`config.mk`:
```
export PLATFORM = sky130hd
export DESIGN_NAME = switchgear_control_logic
export DESIGN_NICKNAME = d
export VERILOG_FILES = /design/src/hw/switchgear_pkg.sv /design/src/hw/switchgear_control_logic.sv
export SDC_FILE = /design/constraint.sdc
export NUM_CORES = 1
export LEC_CHECK = 0
export BUFFER_PORTS_ARGS = -buffer_cell sky130_fd_sc_hd__clkbuf_2
export CAP_MARGIN = 5
export CELL_PAD_IN_SITES_DETAIL_PLACEMENT = 2
export CELL_PAD_IN_SITES_GLOBAL_PLACEMENT = 2
export CORE_UTILIZATION = 34
export CTS_BUF_LIST = sky130_fd_sc_hd__clkbuf_8
export DETAILED_ROUTE_END_ITERATION = 6
export PLACE_DENSITY_LB_ADDON = 0.1
export SYNTH_ARGS = -nofsm -noshare
export SYNTH_HDL_FRONTEND = slang
export SYNTH_SLANG_ARGS = --single-unit
```
`constraint.sdc`:
```
create_clock -name clk_sys -period 8.61 [get_ports clk_sys]
set_input_delay 0.4305 -clock clk_sys [delete_from_list [all_inputs] [get_ports clk_sys]]
set_output_delay 0.4305 -clock clk_sys [all_outputs]
set_load 0.01 [all_outputs]
```
`src/hw/switchgear_pkg.sv`:
```
/*
 package for the switchgear control block: position codes, field counts, timing.
 assumes a single 20 MHz system clock.
*/
package switchgear_pkg;
    localparam int SG_COUNT = 2;
    localparam int LOCK_COUNT = 3;
    localparam int RELAY_SRC_COUNT = 7;
    localparam int TRIP_DEFAULT_SG = 0;
    localparam int CLK_HZ = 20000000;
    // position codes as reported
    localparam logic [1:0] POS_INDETERM = 2'h0;
    localparam logic [1:0] POS_OPEN = 2'h1;
    localparam logic [1:0] POS_CLOSED = 2'h2;
    localparam logic [1:0] POS_DISTURB = 2'h3;
    // one tick per millisecond for the supervision and hold timers
    localparam int TICK_MS = 1;
    localparam int TICK_CYCLES = CLK_HZ / 1000 * TICK_MS;
    localparam int TICK_W = 15;
    localparam int TIME_W = 16;
    // relay source codes
    localparam int RELAY_SEL_W = 3;
    localparam logic [2:0] SRC_NONE = 3'h0;
    localparam logic [2:0] SRC_CLOSE = 3'h1;
    localparam logic [2:0] SRC_OPEN = 3'h2;
    localparam logic [2:0] SRC_TRIP = 3'h3;
    localparam logic [2:0] SRC_READY = 3'h4;
    typedef enum logic [1:0] {MV_IDLE, MV_CLOSING, MV_OPENING} move_t;
endpackage

```
`src/hw/switchgear_control_logic.sv`:
```
/*
 switchgear position supervision, commanding and trip routing for several devices.
 contact and command pins are asynchronous and synchronised here; settings are static.
*/
// What this block does
// - closed contact true means closed
// - open contact true means open
// - earth contact replaces normal contact when earthing
// - ready input gives ready flag for others
// - withdrawn input reported per switchgear
// - close travel supervision time setting
// - open travel supervision time setting
// - any close lockout rejects close command
// - any open lockout rejects open command
// - manual, external, lockout, close and open relays only when controlled
// - break-capable uncontrolled gets trips, no manual
// - neither property: only monitor position
// - trip handling only with break capability
// - trips go to switchgear 1 by default
// - external close and open requests accepted
// - relay ORs up to seven selected sources
// - relay sources address switchgear by reorderable number; trip target by index
// - closed, open, intermediate, faulty states
// - codes 0 indeterm 1 open 2 closed 3 disturbed
// - trip command held at least hold time
// - option latches trip until acknowledged
`timescale 1ns/1ns
module switchgear_control_logic
    import switchgear_pkg::*;
#(
    parameter int NSG = switchgear_pkg::SG_COUNT,
    parameter int NREL = 2
)
(
    input wire logic clk_sys,
    input wire logic rst,
    input wire logic [NSG-1:0] closedContact,
    input wire logic [NSG-1:0] openContact,
    input wire logic [NSG-1:0] earthContact,
    input wire logic [NSG-1:0] earthMode,
    input wire logic [NSG-1:0] readyContact,
    input wire logic [NSG-1:0] withdrawnContact,
    input wire logic [NSG-1:0] isControlled,
    input wire logic [NSG-1:0] hasBreakCapability,
    input wire logic [NSG*switchgear_pkg::TIME_W-1:0] closeMoveTime,
    input wire logic [NSG*switchgear_pkg::TIME_W-1:0] openMoveTime,
    input wire logic [NSG*switchgear_pkg::LOCK_COUNT-1:0] close_lockout_input,
    input wire logic [NSG*switchgear_pkg::LOCK_COUNT-1:0] open_lockout_input,
    input wire logic [NSG-1:0] manualCloseReq,
    input wire logic [NSG-1:0] manualOpenReq,
    input wire logic [NSG-1:0] external_close_request,
    input wire logic [NSG-1:0] external_open_request,
    input wire logic protTrip,
    input wire logic [7:0] tripTarget,
    input wire logic [switchgear_pkg::TIME_W-1:0] trip_hold_time,
    input wire logic tripLatched,
    input wire logic trip_acknowledge,
    input wire logic [NSG*8-1:0] sgNumberMap,
    input wire logic [NREL*switchgear_pkg::RELAY_SRC_COUNT*switchgear_pkg::RELAY_SEL_W-1:0] relaySel,
    input wire logic [NREL*switchgear_pkg::RELAY_SRC_COUNT*8-1:0] relaySgNum,
    output logic [NSG*2-1:0] positionCode,
    output logic [NSG-1:0] readyFlag,
    output logic [NSG-1:0] withdrawnFlag,
    output logic [NSG-1:0] earthedFlag,
    output logic [NSG-1:0] closeCmd,
    output logic [NSG-1:0] openCmd,
    output logic [NSG-1:0] tripCmd,
    output logic [NSG-1:0] cmdRejected,
    output logic [NREL-1:0] relayOut
);
    import switchgear_pkg::*;

    // millisecond tick divider
    logic [TICK_W-1:0] tickCnt_q;
    logic tick;
    assign tick = (tickCnt_q == TICK_W'(TICK_CYCLES - 1));
    always_ff @(posedge clk_sys or posedge rst)
    begin
        if (rst)
            tickCnt_q <= '0;
        else
            tickCnt_q <= tick ? '0 : tickCnt_q + 1'b1;
    end

    // synchronised pin bundle: 5 contacts + 4 requests + 6 lockouts + 1 pad bit per device, plus trip and acknowledge
    localparam int PW = NSG * 16 + 2;
    logic [PW-1:0] pinRaw;
    logic [PW-1:0] s1_q, s2_q, s3_q, pin_q;
    assign pinRaw = {protTrip, trip_acknowledge, closedContact, openContact, earthContact,
        readyContact, withdrawnContact, manualCloseReq, manualOpenReq,
        external_close_request, external_open_request, close_lockout_input,
        open_lockout_input, {NSG{1'b0}}};
    // three stage sampling; change accepted once stages two and three agree
    always_ff @(posedge clk_sys or posedge rst)
    begin
        if (rst)
        begin
            s1_q <= '0;
            s2_q <= '0;
            s3_q <= '0;
            pin_q <= '0;
        end
        else
        begin
            s1_q <= pinRaw;
            s2_q <= s1_q;
            s3_q <= s2_q;
            pin_q <= (s2_q & s3_q) | (pin_q & (s2_q | s3_q));
        end
    end

    // unpack filtered bundle
    logic tripIn, ackIn;
    logic [NSG-1:0] cIn, oIn, eIn, rIn, wIn, mcIn, moIn, xcIn, xoIn;
    logic [NSG*LOCK_COUNT-1:0] clIn, olIn;
    logic [NSG-1:0] unusedPad;
    assign {tripIn, ackIn, cIn, oIn, eIn, rIn, wIn, mcIn, moIn, xcIn, xoIn, clIn, olIn,
        unusedPad} = pin_q;

    // request edge detection
    logic [NSG-1:0] reqC_q, reqO_q, trip_q;
    logic [NSG-1:0] reqCEdge, reqOEdge;
    logic [NSG-1:0] tripHit;
    logic [NSG-1:0] closeOk, openOk;
    logic [NSG-1:0] closeReq, openReq;
    logic [NSG-1:0] inClosed, inOpen;

    genvar g;
    generate
        for (g = 0; g < NSG; g++)
        begin : gSg
            move_t mv_q, mv_d;
            logic [TIME_W-1:0] mvCnt_q, holdCnt_q;
            logic [1:0] pos_q;
            logic tripAct_q, holdDone_q;
            logic moveOver;
            // earth contact stands in for closed contact
            assign inClosed[g] = earthMode[g] ? eIn[g] : cIn[g];
            assign inOpen[g] = oIn[g];
            assign closeReq[g] = isControlled[g] & (mcIn[g] | xcIn[g]);
            assign openReq[g] = isControlled[g] & (moIn[g] | xoIn[g]);
            assign reqCEdge[g] = closeReq[g] & ~reqC_q[g];
            assign reqOEdge[g] = openReq[g] & ~reqO_q[g];
            assign closeOk[g] = reqCEdge[g] & ~(|clIn[g*LOCK_COUNT +: LOCK_COUNT]);
            assign openOk[g] = reqOEdge[g] & ~(|olIn[g*LOCK_COUNT +: LOCK_COUNT]);
            // trip only to break-capable target; default target zero index
            assign tripHit[g] = tripIn & hasBreakCapability[g] & (tripTarget == 8'(g));
            assign moveOver = (mv_q != MV_IDLE) && (mvCnt_q == '0);

            // close travel timer; open travel timer
            always_comb
            begin
                mv_d = mv_q;
                case (mv_q)
                    MV_IDLE:
                        if (closeOk[g])
                            mv_d = MV_CLOSING;
                        else if (openOk[g] || (tripHit[g] && !trip_q[g]))
                            mv_d = MV_OPENING;
                    MV_CLOSING:
                        if ((inClosed[g] && !inOpen[g]) || moveOver)
                            mv_d = MV_IDLE;
                    MV_OPENING:
                        if ((inOpen[g] && !inClosed[g]) || moveOver)
                            mv_d = MV_IDLE;
                    default:
                        mv_d = MV_IDLE;
                endcase
            end

            // move state and timer
            always_ff @(posedge clk_sys or posedge rst)
            begin
                if (rst)
                begin
                    mv_q <= MV_IDLE;
                    mvCnt_q <= '0;
                end
                else
                begin
                    mv_q <= mv_d;
                    if (mv_q == MV_IDLE && mv_d == MV_CLOSING)
                        mvCnt_q <= closeMoveTime[g*TIME_W +: TIME_W];
                    else if (mv_q == MV_IDLE && mv_d == MV_OPENING)
                        mvCnt_q <= openMoveTime[g*TIME_W +: TIME_W];
                    else if (tick && mvCnt_q != '0)
                        mvCnt_q <= mvCnt_q - 1'b1;
                end
            end

            // intermediate while moving, disturbed on both or timeout
            always_ff @(posedge clk_sys or posedge rst)
            begin
                if (rst)
                    pos_q <= POS_INDETERM;
                else if (inClosed[g] && inOpen[g])
                    pos_q <= POS_DISTURB;
                else if (inClosed[g])
                    pos_q <= POS_CLOSED;
                else if (inOpen[g])
                    pos_q <= POS_OPEN;
                else if (moveOver || mv_q == MV_IDLE && pos_q == POS_DISTURB)
                    pos_q <= POS_DISTURB;
                else if (mv_q != MV_IDLE || pos_q != POS_DISTURB)
                    pos_q <= POS_INDETERM;
            end

            always_ff @(posedge clk_sys or posedge rst)
            begin
                if (rst)
                begin
                    tripAct_q <= 1'b0;
                    holdCnt_q <= '0;
                    holdDone_q <= 1'b0;
                end
                else if (tripHit[g])
                begin
                    tripAct_q <= 1'b1;
                    holdCnt_q <= trip_hold_time;
                    holdDone_q <= 1'b0;
                end
                else if (tripAct_q)
                begin
                    // one extra tick: the first tick may come right after the trip
                    if (tick && holdCnt_q != '0)
                        holdCnt_q <= holdCnt_q - 1'b1;
                    else if (tick)
                        holdDone_q <= 1'b1;
                    if (holdDone_q && (!tripLatched || ackIn))
                        tripAct_q <= 1'b0;
                end
            end

            // command pulses only after checks; no manual without control
            always_ff @(posedge clk_sys or posedge rst)
            begin
                if (rst)
                begin
                    closeCmd[g] <= 1'b0;
                    openCmd[g] <= 1'b0;
                    tripCmd[g] <= 1'b0;
                    cmdRejected[g] <= 1'b0;
                    positionCode[g*2 +: 2] <= POS_INDETERM;
                end
                else
                begin
                    closeCmd[g] <= closeOk[g] & ~tripAct_q;
                    openCmd[g] <= openOk[g];
                    tripCmd[g] <= tripAct_q;
                    cmdRejected[g] <= (reqCEdge[g] & ~closeOk[g]) | (reqOEdge[g] & ~openOk[g])
                        | (reqCEdge[g] & tripAct_q);
                    positionCode[g*2 +: 2] <= pos_q;
                end
            end
        end
    endgenerate

    // edge registers and flags; ready flag; withdrawn flag
    always_ff @(posedge clk_sys or posedge rst)
    begin
        if (rst)
        begin
            reqC_q <= '0;
            reqO_q <= '0;
            trip_q <= '0;
            readyFlag <= '0;
            withdrawnFlag <= '0;
            earthedFlag <= '0;
        end
        else
        begin
            reqC_q <= closeReq;
            reqO_q <= openReq;
            trip_q <= tripHit;
            readyFlag <= rIn;
            withdrawnFlag <= wIn;
            earthedFlag <= earthMode & eIn;
        end
    end

    // map protocol number to device index
    function automatic logic [NSG-1:0] numToMask(input logic [7:0] num);
        numToMask = '0;
        for (int i = 0; i < NSG; i++)
            if (sgNumberMap[i*8 +: 8] == num)
                numToMask[i] = 1'b1;
    endfunction

    // each relay ORs up to seven selected sources; close and open commands only from controlled
    logic [NREL-1:0] relayD;
    always_comb
    begin
        relayD = '0;
        for (int r = 0; r < NREL; r++)
            for (int k = 0; k < RELAY_SRC_COUNT; k++)
            begin
                logic [NSG-1:0] m;
                logic [RELAY_SEL_W-1:0] s;
                m = numToMask(relaySgNum[(r*RELAY_SRC_COUNT+k)*8 +: 8]);
                s = relaySel[(r*RELAY_SRC_COUNT+k)*RELAY_SEL_W +: RELAY_SEL_W];
                if (s == SRC_CLOSE && |(m & closeCmd & isControlled))
                    relayD[r] = 1'b1;
                if (s == SRC_OPEN && |(m & openCmd & isControlled))
                    relayD[r] = 1'b1;
                if (s == SRC_TRIP && |(m & tripCmd))
                    relayD[r] = 1'b1;
                if (s == SRC_READY && |(m & readyFlag))
                    relayD[r] = 1'b1;
            end
    end

    // relay output register
    always_ff @(posedge clk_sys or posedge rst)
    begin
        if (rst)
            relayOut <= '0;
        else
            relayOut <= relayD;
    end
endmodule // switchgear_control_logic

```
### After elaboration in Yosys (flattened, before gate mapping)

Cells that the tools add are included.

* bits in registers: 247
* output and inout bits: 20

* add/sub/neg operators: 5
* eq/ne operators: 100
* muxes and demuxes: 132
* bitwise operators: 135
* reductions and logical operators: 181

Operator list (count)
* $eq 8x8->1: 28
* $mux 16: 12
* $and 2x2->2: 85
* $reduce_or 2->1: 56
* $mux 1: 99
* $eq 3x2->1 const B: 28
* $logic_and 1x1->1: 78
* $and 34x34->34: 2
* $or 34x34->34: 2
* $reduce_bool 16->1: 4
* $sub 16x1->16 const B: 4
* $eq 3x1->1 const B: 14
* $eq 3x3->1 const B: 14
* $mux 2: 18
* $logic_not 16->1: 2
* $and 1x1->1: 24
* $reduce_bool 2->1: 8
* $add 15x1->15 const B: 1
* $eq 15x15->1 const B: 1
* $mux 15: 1
* $not 1->1: 14
* $eq 2x2->1 const B: 6
* $pmux 2 s3: 2
* $reduce_or 3->1: 4
* other kinds (12): 46

### Longest topological paths before layout

Gate-level depths: netlist (run 1).

* word-level depth: 34
* mapped depth: 10
* gate-level depth less buffers: 9

### Worst setup path after synthesis (run 1)

OpenSTA, ideal clock, no wires.

* path type: register to register
* start: reg gSg[1].mvCnt_q[0]
* end: reg gSg[1].mvCnt_q[15]
* setup time: 0.125 ns
* arrival time: 2.272 ns
* path slack: 6.213 ns
* cell stages (with the launch flop): 10
* cell sequence: dfrtp_1 -> inv_1 -> ha_1 -> nor3b_1 -> nor3b_1 -> nand3_1 -> nand2_1 -> nand3_1 -> buf_2 -> mux2_2

* cells in the longest elaborated chain, start to end: 9
* elaborated cells between the ends (all ways): 18
* classes of those cells: add/sub: 1; eq/ne: 2; mux: 6; reduce/logical: 9

Ends and longest elaborated chain
* start: declaration: RTL line switchgear_control_logic.sv:133 `logic [TIME_W-1:0] mvCnt_q, holdCnt_q;`
* start signal: assignment: RTL line switchgear_control_logic.sv:183 `mvCnt_q <= closeMoveTime[g*TIME_W +: TIME_W];`
* start signal: assignment: RTL line switchgear_control_logic.sv:185 `mvCnt_q <= openMoveTime[g*TIME_W +: TIME_W];`
* start signal: assignment: RTL line switchgear_control_logic.sv:187 `mvCnt_q <= mvCnt_q - 1'b1;`
* $logic_not 16->1: RTL line switchgear_control_logic.sv:148 `assign moveOver = (mv_q != MV_IDLE) && (mvCnt_q == '0);`
* $logic_and 1x1->1: RTL line switchgear_control_logic.sv:148
* $logic_or 1x1->1, on equally long branches: RTL line switchgear_control_logic.sv:164, switchgear_control_logic.sv:161
* $mux 2, on equally long branches: RTL line switchgear_control_logic.sv:164, switchgear_control_logic.sv:161
* $pmux 2 s3: RTL line switchgear_control_logic.sv:154 `case (mv_q)`
* $eq 2x2->1: RTL line switchgear_control_logic.sv:184 `else if (mv_q == MV_IDLE && mv_d == MV_OPENING)`
* $logic_and 1x1->1: RTL line switchgear_control_logic.sv:184
* $mux 16: RTL line switchgear_control_logic.sv:184
* $mux 16: RTL line switchgear_control_logic.sv:182 `if (mv_q == MV_IDLE && mv_d == MV_CLOSING)`

Parallel ways exist; a longest one is shown, timed or not. The select of a mux whose other input is x is not followed.
A chain may end at the register's enable or synchronous reset.

### Final worst setup path (run 1)

Ends and elaborated chain as after synthesis.

==> metrics.txt, run 1 <==
Top delay family on crit path simple AND/OR/NAND/NOR gates; met3 GRT Util about 4.3%; clock skew ~0.017 ns; crit path time final about 3.8 ns; Crit Path Class reg -> reg; Unique masters post-synth 70; Peak VDD IR 0.000162 V; I/O pin total 319; cts repair resizes 0; Reg2Reg Depth 8; Yosys warning count 0; layout cell share with drive strength beyond 1 24.1%; per-cell routed wire length 21.4 um; Max Slew Vio Count 0; Internal 2.31 mW; Congestion Overflow GR 0; syn avg cell area about 9.8 sq um; Syn Nets 1,663; Cell Area, Synth 0.0133 sq mm; fillers roughly 4,200; HP Class in -> reg; CP required 9.08 ns; Max-cap violations 0; DRC violations left 0; most used routing layer met2; Logic pwr share 19.0%; final HPWL from detailed placement about 35,000 um; Tcrit/Tclk final 43.8%; Hold Crit Depth 2; CTS tree done; Max Root-Sink Buffers 3; Detailed Route WL roughly 48,000 um; PortBufs 318; Chip Width 200 um; CTS buffer count 44; CTS Sinks approximately 250; Clock Pin Slew Worst Setup and Hold Paths 0.06 ns; critical path's slowest cell nand3_1; sequential-to-total area share from yosys stat 45.9%; post-synthesis sequential element count 245; Core Region 0.0386 sq mm; Critical Path Sink Type flip-flop; Initial Utilization 34.5%; GPL Wtd Cong 0.899; GRT met1 Usage 28.9%; Layout Utilization 43.2%; EDFF count, synth 0; Final setup viols 0; Setup TNS 0 ns; site row count 72; Clk network pwr share around two fifths; crit start category flip-flop; post-CTS setup buffers 0; Iteration-0 DRC Markers about 300; Worst Tran Pin Value approximately 1.2 ns; Vias/cell 5.18; initial antenna violation count 4; LEAKAGE roughly 6.7 nW; first-pass GRT wire length 75,500 um; Global Route met2 Usage 43.8%; Nets 2,001; number of global-route vias before repair 13,300; final antenna-violating net count 0; pin count of the biggest net entering global routing 106; sw power 0.976 mW; Die Area 0.0400 sq mm; asr flop ratio synth 100%; All-Layer GR Usage 24.2%; total power draw approximately 3.3 mW; clk_lat worst skew 0.59 ns; CP bufs+invs 1; most frequent cells in the layout clkbuf_2, dfrtp_1, xnor2_1, nand2_1, nor2_1; status finished, final reports clean; via count 11,700; Max-slew headroom 19.0%; CP Depth 8; TritonRoute pass-1 iters 4; commonest non-fill, non-tap cell in the layout clkbuf_2; Flop pwr share a little over two fifths; CP max FO 29; Max stage delay on crit path 0.79 ns; Die Span Y 200 um; Critical Path AT 4.24 ns; CP cell instances inv_1 -> ha_1 -> nor3b_1 -> nor3b_1 -> nand3_1 -> nand2_1 -> nand3_1 -> mux2_2; CTS Root Cell clkbuf_8; H-tree levels 2; area growth from synthesis to layout 25.1%; unrepaired setup endpoints after global routing false; Switching Share around 30%; fmax between 200 and 300 MHz; Syn Inst Count 1,359; Post-synth top flop dfrtp_1; final hold violation count 0; PwrDens 197 mW/mm^2
worst reg2reg max path, cell delays in order, from the launching register on:
cell	delay [ns]
dfrtp_1	0.41
inv_1	0.10
ha_1	0.20
nor3b_1	0.33
nor3b_1	0.69
nand3_1	0.34
nand2_1	0.20
nand3_1	0.79
mux2_2	0.61
kinds of logic after synthesis:
logic type / after synthesis / synth area share (%)
XOR/XNOR: 291 / 19.1
buffers and inverters: 100 / 3.24
AND/OR/NAND/NOR: 475 / 18.0
AO/OA/AOI/OAI: 208 / 10.7
flip-flops: 245 / 45.9
multiplexers: 3 / 0.234
adder cells (fa/ha/maj): 37 / 2.87
layout make-up:
class                   count  area, sq um  area share [%]
repair buffers            356         1960            11.7
clock inverters            23          218            1.30
inverters                  36          143           0.855
multi-input cells        1014         6780            40.6
well taps                 518          648            3.88
clock buffers              58          798            4.78
flip-flops and latches    245         6130            36.7
diodes                      4         10.0          0.0600
synth_stat cells (all sizes together) (3+ instances only):
| master | n | share of area (%) |
|---|---|---|
| maj3 | 32 | 2.4 |
| xor2 | 100 | 6.6 |
| and4 | 4 | 0.28 |
| and3 | 3 | 0.15 |
| nor3 | 33 | 1.3 |
| xnor2 | 191 | 13 |
| a32oi | 3 | 0.20 |
| nor2b | 5 | 0.23 |
| nand4b | 3 | 0.20 |
| o211ai | 32 | 1.8 |
| buf | 37 | 1.5 |
| a22oi | 15 | 0.84 |
| o21ai | 45 | 1.7 |
| nor3b | 15 | 0.84 |
| ha | 5 | 0.47 |
| nor2 | 103 | 2.9 |
| a221oi | 9 | 0.59 |
| clkbuf | 27 | 0.76 |
| a31oi | 38 | 1.8 |
| a21o | 3 | 0.17 |
| or4 | 7 | 0.39 |
| and2 | 9 | 0.42 |
| or3 | 8 | 0.38 |
| nor4b | 4 | 0.26 |
| nand2b | 6 | 0.28 |
| o22ai | 9 | 0.42 |
| inv | 35 | 0.98 |
| nand2 | 143 | 4.0 |
| nor4 | 33 | 1.6 |
| nand3b | 13 | 0.73 |
| o311ai | 4 | 0.39 |
| nand3 | 28 | 1.1 |
| a21oi | 20 | 0.75 |
| a2111oi | 9 | 0.59 |
| dfrtp | 245 | 46 |
| or2 | 5 | 0.23 |
| nand4 | 47 | 2.2 |
routing by layer:
metal,part of all wire (%),up-vias
li1,-,5444
met1,42,5874
met2,51,291
met3,4.5,72
met4,2.5,2
met5,0.033,-
stage by stage:
| step | hold WS (ns) | std cells | setup slack, ns | instance area (sq um) |
|---|---|---|---|---|
| 2_1_floorplan | 0.331 | 1359 | 1.45 | 13300 |
| 3_3_place_gp | 0.334 | 2136 | 5.12 | 15300 |
| 3_5_place_dp | 0.336 | 2136 | 4.92 | 15300 |
| 4_1_cts | 0.00348 | 2250 | 4.87 | 16700 |
| 5_1_grt | 0.0278 | 2253 | 4.49 | 16700 |
| 6_report | 0.0513 | 2254 | 4.84 | 16700 |
sequential cells by signal (all words and copies together), names as in the netlist, 4 cells and up:
signal and cells:
gSg.holdCnt_q 32, gSg.mvCnt_q 32, gSg.mv_q 4, gSg.pos_q 4, pin_q 32, positionCode 4
s1_q 32, s2_q 32, s3_q 32, tickCnt_q 15
timing repair:
item | CTS | global route
hold buffers | 33 | 0
endpoints found under the setup margin | 0 | 0
endpoints found under the hold margin | 87 | 0
worst paths after layout:
check / startpoint / endpoint / slack [ns]
min in group asynchronous: rst / s3_q[23]$_DFF_PP0_ / 0.56
worst max-delay path: gSg[1].mvCnt_q[0]$_DFFE_PP0P_ / gSg[1].mvCnt_q[15]$_DFFE_PP0P_ / 4.84
worst min register to register: s1_q[6]$_DFF_PP0_ / s2_q[6]$_DFF_PP0_ / 0.35
worst max register to register: gSg[1].mvCnt_q[0]$_DFFE_PP0P_ / gSg[1].mvCnt_q[15]$_DFFE_PP0P_ / 4.84
max in group asynchronous: rst / gSg[1].mvCnt_q[13]$_DFFE_PP0P_ / 6.66
worst min-delay path: closeMoveTime[16] / gSg[1].mvCnt_q[0]$_DFFE_PP0P_ / 0.05
power by group through the flow:
stage                     logic [mW]  clock network [mW]  registers [mW]
after floorplan                0.405                   0            1.39
after global placement         0.581                   0            1.42
after detailed placement       0.608                   0            1.43
after CTS                      0.628                1.29            1.41
after global routing           0.697                1.34            1.42
final                          0.623                1.25            1.41
Power figures use the tool's default switching activity.
==> run 2, diff against run 1 <==
clock period = 3.8 ns   (was 8.61 ns; I/O delays follow)
==> run 2 against run 1 <==
Cell count is 4.6% higher. Non-clock buffer count is 98 higher. Utilization is 2.5 points higher.
==> metrics.txt, run 2 (synthesis results as in run 1) <==
Clock Pin Slew Worst Setup and Hold Paths 0.06 ns (about the same); first-pass GRT wire length 79,200 um (+4.9%); Detailed Route WL 50,300 um (+4.4%); H-tree levels 2 (unchanged); CTS Root Cell clkbuf_8; number of global-route vias before repair 13,900 (+4.3%); Core Region 0.0386 sq mm (unchanged); LEAKAGE 7.06 nW (+5.3%); Layout Utilization 45.7% (+2.5 points); CTS Sinks 245 (unchanged); Max Slew Vio Count 0 (unchanged); GPL Wtd Cong 0.873 (-2.8%); HP Class in -> reg; status finished, final reports clean; CP required 4.35 ns (-4.73 ns); All-Layer GR Usage 25.4% (+1.2 points); Max-cap violations 0 (unchanged); Crit Path Class reg -> reg; layout cell share with drive strength beyond 1 23.6% (-0.55 points); Iteration-0 DRC Markers 342 (+15%); Congestion Overflow GR 0 (unchanged); cts repair resizes 0 (unchanged); I/O pin total 319 (unchanged); fillers 4,124 (-2.4%); clk_lat worst skew 0.63 ns (+0.04 ns); Nets 2,100 (+4.9%); Worst Tran Pin Value 0.925 ns (-0.287 ns); crit path time final 3.56 ns (-0.213 ns); Max-slew headroom 38.0% (+19 points); PwrDens 437 mW/mm^2 (+120%); Critical Path Sink Type flip-flop; Die Span Y 200 um (unchanged); final antenna-violating net count 0 (unchanged); CP max FO 18 (-38%); unrepaired setup endpoints after global routing false; per-cell routed wire length 21.3 um (-0.13%); DRC violations left 0 (unchanged); Final setup viols 0 (unchanged); initial antenna violation count 9 (+5); area growth from synthesis to layout 32.4%; fmax 281 MHz (+6.0%); Peak VDD IR 0.000298 V (+84%); most frequent cells in the layout clkbuf_2, dfrtp_1, xnor2_1, nand2_1, dlygate4sd3_1; Max Root-Sink Buffers 3 (unchanged); site row count 72 (unchanged); PortBufs 318 (unchanged); clock skew 0.0575 ns (+0.0408 ns); CTS buffer count 45 (+2.3%); Reg2Reg Depth 9 (+1); Setup TNS 0 ns (unchanged); Initial Utilization 34.5% (unchanged); final HPWL from detailed placement 35,600 um (+1.1%); pin count of the biggest net entering global routing 123 (+16%); commonest non-fill, non-tap cell in the layout clkbuf_2; Chip Width 200 um (unchanged); Die Area 0.0400 sq mm (unchanged); crit start category flip-flop; Critical Path AT 4.11 ns (-0.13 ns); CTS tree done; final hold violation count 0 (unchanged); hold slack 0.0561 ns (+0.00478 ns); Tcrit/Tclk final 93.7% (+50 points); Hold Crit Depth 4 (+2); via count 12,200 (+4.5%); TritonRoute pass-1 iters 4 (unchanged); Vias/cell 5.18 (about the same)
-- run 2: final timing paths --
path	start	end	slack (ns)
worst max-delay path	pin_q[33]$_DFF_PP0_	gSg[1].mvCnt_q[1]$_DFFE_PP0P_	0.24
worst max register to register	pin_q[33]$_DFF_PP0_	gSg[1].mvCnt_q[1]$_DFFE_PP0P_	0.24
max in group asynchronous	rst	s1_q[27]$_DFF_PP0_	2.60
worst min-delay path	hasBreakCapability[0]	gSg[0].holdCnt_q[14]$_DFFE_PP0P_	0.06
min in group asynchronous	rst	gSg[0].holdCnt_q[9]$_DFFE_PP0P_	0.14
worst min register to register	s1_q[21]$_DFF_PP0_	s2_q[21]$_DFF_PP0_	0.35
-- run 2: critical path: stages (launching register included) --
cell and delay (ns):
dfrtp_1 0.36, nor4b_1 0.39, nand4_1 0.48, nor2_1 0.38, o211ai_1 0.21, nand3_1 0.46, buf_4 0.34, o21ai_0 0.14
o22ai_1 0.16, dlygate4sd3_1 0.57
-- run 2: power breakdown --
group / total [mW] / internal (mW) / leakage [nW] / switching, mW
logic: 1.72 / 0.901 / 3.74 / 0.818
clock network: 2.81 / 1.57 / 0.546 / 1.23
registers: 3.19 / 2.90 / 2.77 / 0.296
-- run 2: final cells by class --
cell class | instances | area [sq um] | area share [%]
antenna | 7 | 17.5 | 0.0991
inverter | 36 | 139 | 0.786
timing repair buffer | 454 | 2950 | 16.7
clock inverter | 23 | 184 | 1.04
sequential | 245 | 6130 | 34.7
clock buffer | 60 | 826 | 4.67
multi-input combinational | 1014 | 6780 | 38.4
tap | 518 | 648 | 3.67
-- run 2: metrics by stage --
stage | power [mW] | setup slack (ns) | area [sq um] | std cells
floorplan | 4.07 | 0.392 | 13300 | 1359
global placement | 4.54 | 1.06 | 15400 | 2144
detailed placement | 4.62 | 0.922 | 15400 | 2144
CTS | 7.76 | 0.370 | 17700 | 2350
global route | 8.15 | 0.0381 | 17700 | 2356
finish | 7.72 | 0.240 | 17700 | 2357
-- run 2: what timing repair did --
action | CTS | global route
hold buffers | 123 | 0
endpoints found under the hold margin | 124 | 0
buffers inserted | 0 | 0
-- run 2: metal layers --
| metal | track usage (%) | part of all wire (%) |
|---|---|---|
| met1 | 30.2 | 42 |
| met2 | 45.8 | 51 |
| met3 | 4.86 | 4.5 |
| met4 | 8.13 | 2.5 |
| met5 | 0 | 0.044 |
==> run 3, diff against run 2 <==
clock period = 3.3 ns   (was 3.8 ns; I/O delays follow)
==> run 3 against run 2 <==
Routed wire length shrank 1.2%. Power grew 12%. First-iteration DRC count grew 17%. Hold slack gained 0.0051 ns. Clock skew shrank 0.042 ns.
==> metrics.txt, run 3 (synthesis results as in run 1) <==
Congestion Overflow GR 0 (unchanged); LEAKAGE 7.12 nW (+0.85%); commonest non-fill, non-tap cell in the layout clkbuf_2; fmax 328 MHz (+17%); Layout Utilization 45.9% (+0.13 points); H-tree levels 2 (unchanged); Die Area 0.0400 sq mm (unchanged); layout cell share with drive strength beyond 1 23.8% (+0.18 points); PortBufs 318 (unchanged); GPL Wtd Cong 0.856 (-2.0%); CTS Sinks 245 (unchanged); CP cell instances nor4b_1 -> and4_2 -> buf_4 -> nand2_1 -> nand3_1 -> buf_4 -> o21ai_0 -> o22ai_1 -> dlygate4sd3_1; final antenna-violating net count 0 (unchanged); Reg2Reg Depth 9 (unchanged); site row count 72 (unchanged); critical path's slowest cell dlygate4sd3_1; clk_lat worst skew 0.58 ns (-0.05 ns); Critical Path AT 3.55 ns (-0.56 ns); Worst Tran Pin Value 0.994 ns (+0.0686 ns); pin count of the biggest net entering global routing 61 (-50%); Max-cap violations 0 (unchanged); final hold violation count 0 (unchanged); final HPWL from detailed placement 35,600 um (-0.15%); crit start category flip-flop; Chip Width 200 um (unchanged); via count 12,200 (-0.066%); unrepaired setup endpoints after global routing false; CP required 3.80 ns (-0.55 ns); Core Region 0.0386 sq mm (unchanged); Top delay family on crit path buffers and inverters; CP Depth 9 (unchanged); Iteration-0 DRC Markers 399 (+17%); DRC violations left 0 (unchanged); Final setup viols 0 (unchanged); per-cell routed wire length 21.1 um (-1.2%); fillers 4,176 (+1.3%); PwrDens 489 mW/mm^2 (+12%); clock skew 0.0153 ns (-0.0422 ns); Hold Crit Depth 4 (unchanged); post-CTS setup buffers 0 (unchanged); Place WS 0.489 ns (-0.433 ns); Max-slew headroom 33.6% (-4.4 points); Nets 2,110 (+0.48%); initial antenna violation count 4 (-5); first-pass GRT wire length 77,900 um (-1.6%); Crit Path Class reg -> reg; slack of the critical path 0.249 ns (+0.00943 ns); HP Class in -> reg; TritonRoute pass-1 iters 4 (unchanged); CP max FO 30 (+12); crit path time final 3.05 ns (-0.509 ns); status finished, final reports clean; Detailed Route WL 49,700 um (-1.2%); Max Root-Sink Buffers 3 (unchanged); CP bufs+invs 3 (+1); Critical Path Sink Type flip-flop; total power draw 8.67 mW (+12%); most frequent cells in the layout clkbuf_2, dfrtp_1, xnor2_1, nand2_1, dlygate4sd3_1; CTS buffer count 44 (-2.2%); Max Slew Vio Count 0 (unchanged); Initial Utilization 34.5% (unchanged); area growth from synthesis to layout 32.8%; Peak VDD IR 0.000316 V (+6.0%); CTS Root Cell clkbuf_8; Clock Pin Slew Worst Setup and Hold Paths 0.06 ns (about the same); Vias/cell 5.18 (about the same); CTS tree done; number of global-route vias before repair 13,600 (-1.9%); Tcrit/Tclk final 92.4% (-1.2 points); Max stage delay on crit path 0.56 ns (about the same); Die Span Y 200 um (unchanged); most frequent CP cell buf_4; I/O pin total 319 (unchanged); All-Layer GR Usage 24.8% (-0.54 points)
[run 3: final cells by class]
type	instances	area, sq um	area share (%)
Antenna cell	4	10.0	0.0565
Clock buffer	57	785	4.43
Clock inverter	18	158	0.890
Inverter	36	139	0.784
Multi-Input combinational cell	1014	6800	38.4
Sequential cell	245	6130	34.6
Tap cell	518	648	3.66
Timing Repair Buffer	465	3050	17.2
[run 3: metal layers]
metal / part of all wire [%] / global-route usage (%) / wire length (um)
met3: 4.0 / 3.95 / 1990
met1: 43 / 30.6 / 21400
met5: 0 / 0 / 0
met4: 2.2 / 6.90 / 1100
met2: 51 / 44.6 / 25200
[run 3: worst min-delay path: stages]
cell and delay [ns]:
clkbuf_2 0.08, o22ai_1 0.08, a31oi_1 0.14, mux2_2 0.14
[run 3: timing repair]
action	CTS	global route
resized for setup	0	4
hold buffers	122	0
hold endpoints to repair	139	0
setup endpoints to repair	0	20
[run 3: stage by stage]
step	std cells	instance area [sq um]	hold WS, ns	setup TNS (ns)
floorplan	1359	13300	0.196	-20.28
global placement	2156	15500	0.273	0
detailed placement	2156	15500	0.276	0
CTS	2353	17700	0.0252	0
global route	2357	17700	0.0579	0
finish	2357	17700	0.0611	0
[run 3: path summary, 6_finish.rpt]
path                                   startpoint  slack (ns)                             end
max                        tickCnt_q[6]$_DFF_PP0_        0.25   gSg[0].mvCnt_q[1]$_DFFE_PP0P_
min                             closeMoveTime[31]        0.06  gSg[1].mvCnt_q[15]$_DFFE_PP0P_
max reg2reg                tickCnt_q[6]$_DFF_PP0_        0.25   gSg[0].mvCnt_q[1]$_DFFE_PP0P_
min reg2reg                    s1_q[20]$_DFF_PP0_        0.34              s2_q[20]$_DFF_PP0_
max in group asynchronous                     rst        2.12              s1_q[16]$_DFF_PP0_
min in group asynchronous                     rst        0.37              s1_q[17]$_DFF_PP0_
[run 3: where the power goes]
| part | switching, mW | internal, mW | total, mW |
|---|---|---|---|
| sequential | 0.341 | 3.34 | 3.68 |
| combinational | 0.919 | 0.985 | 1.90 |
| clock | 1.31 | 1.78 | 3.09 |
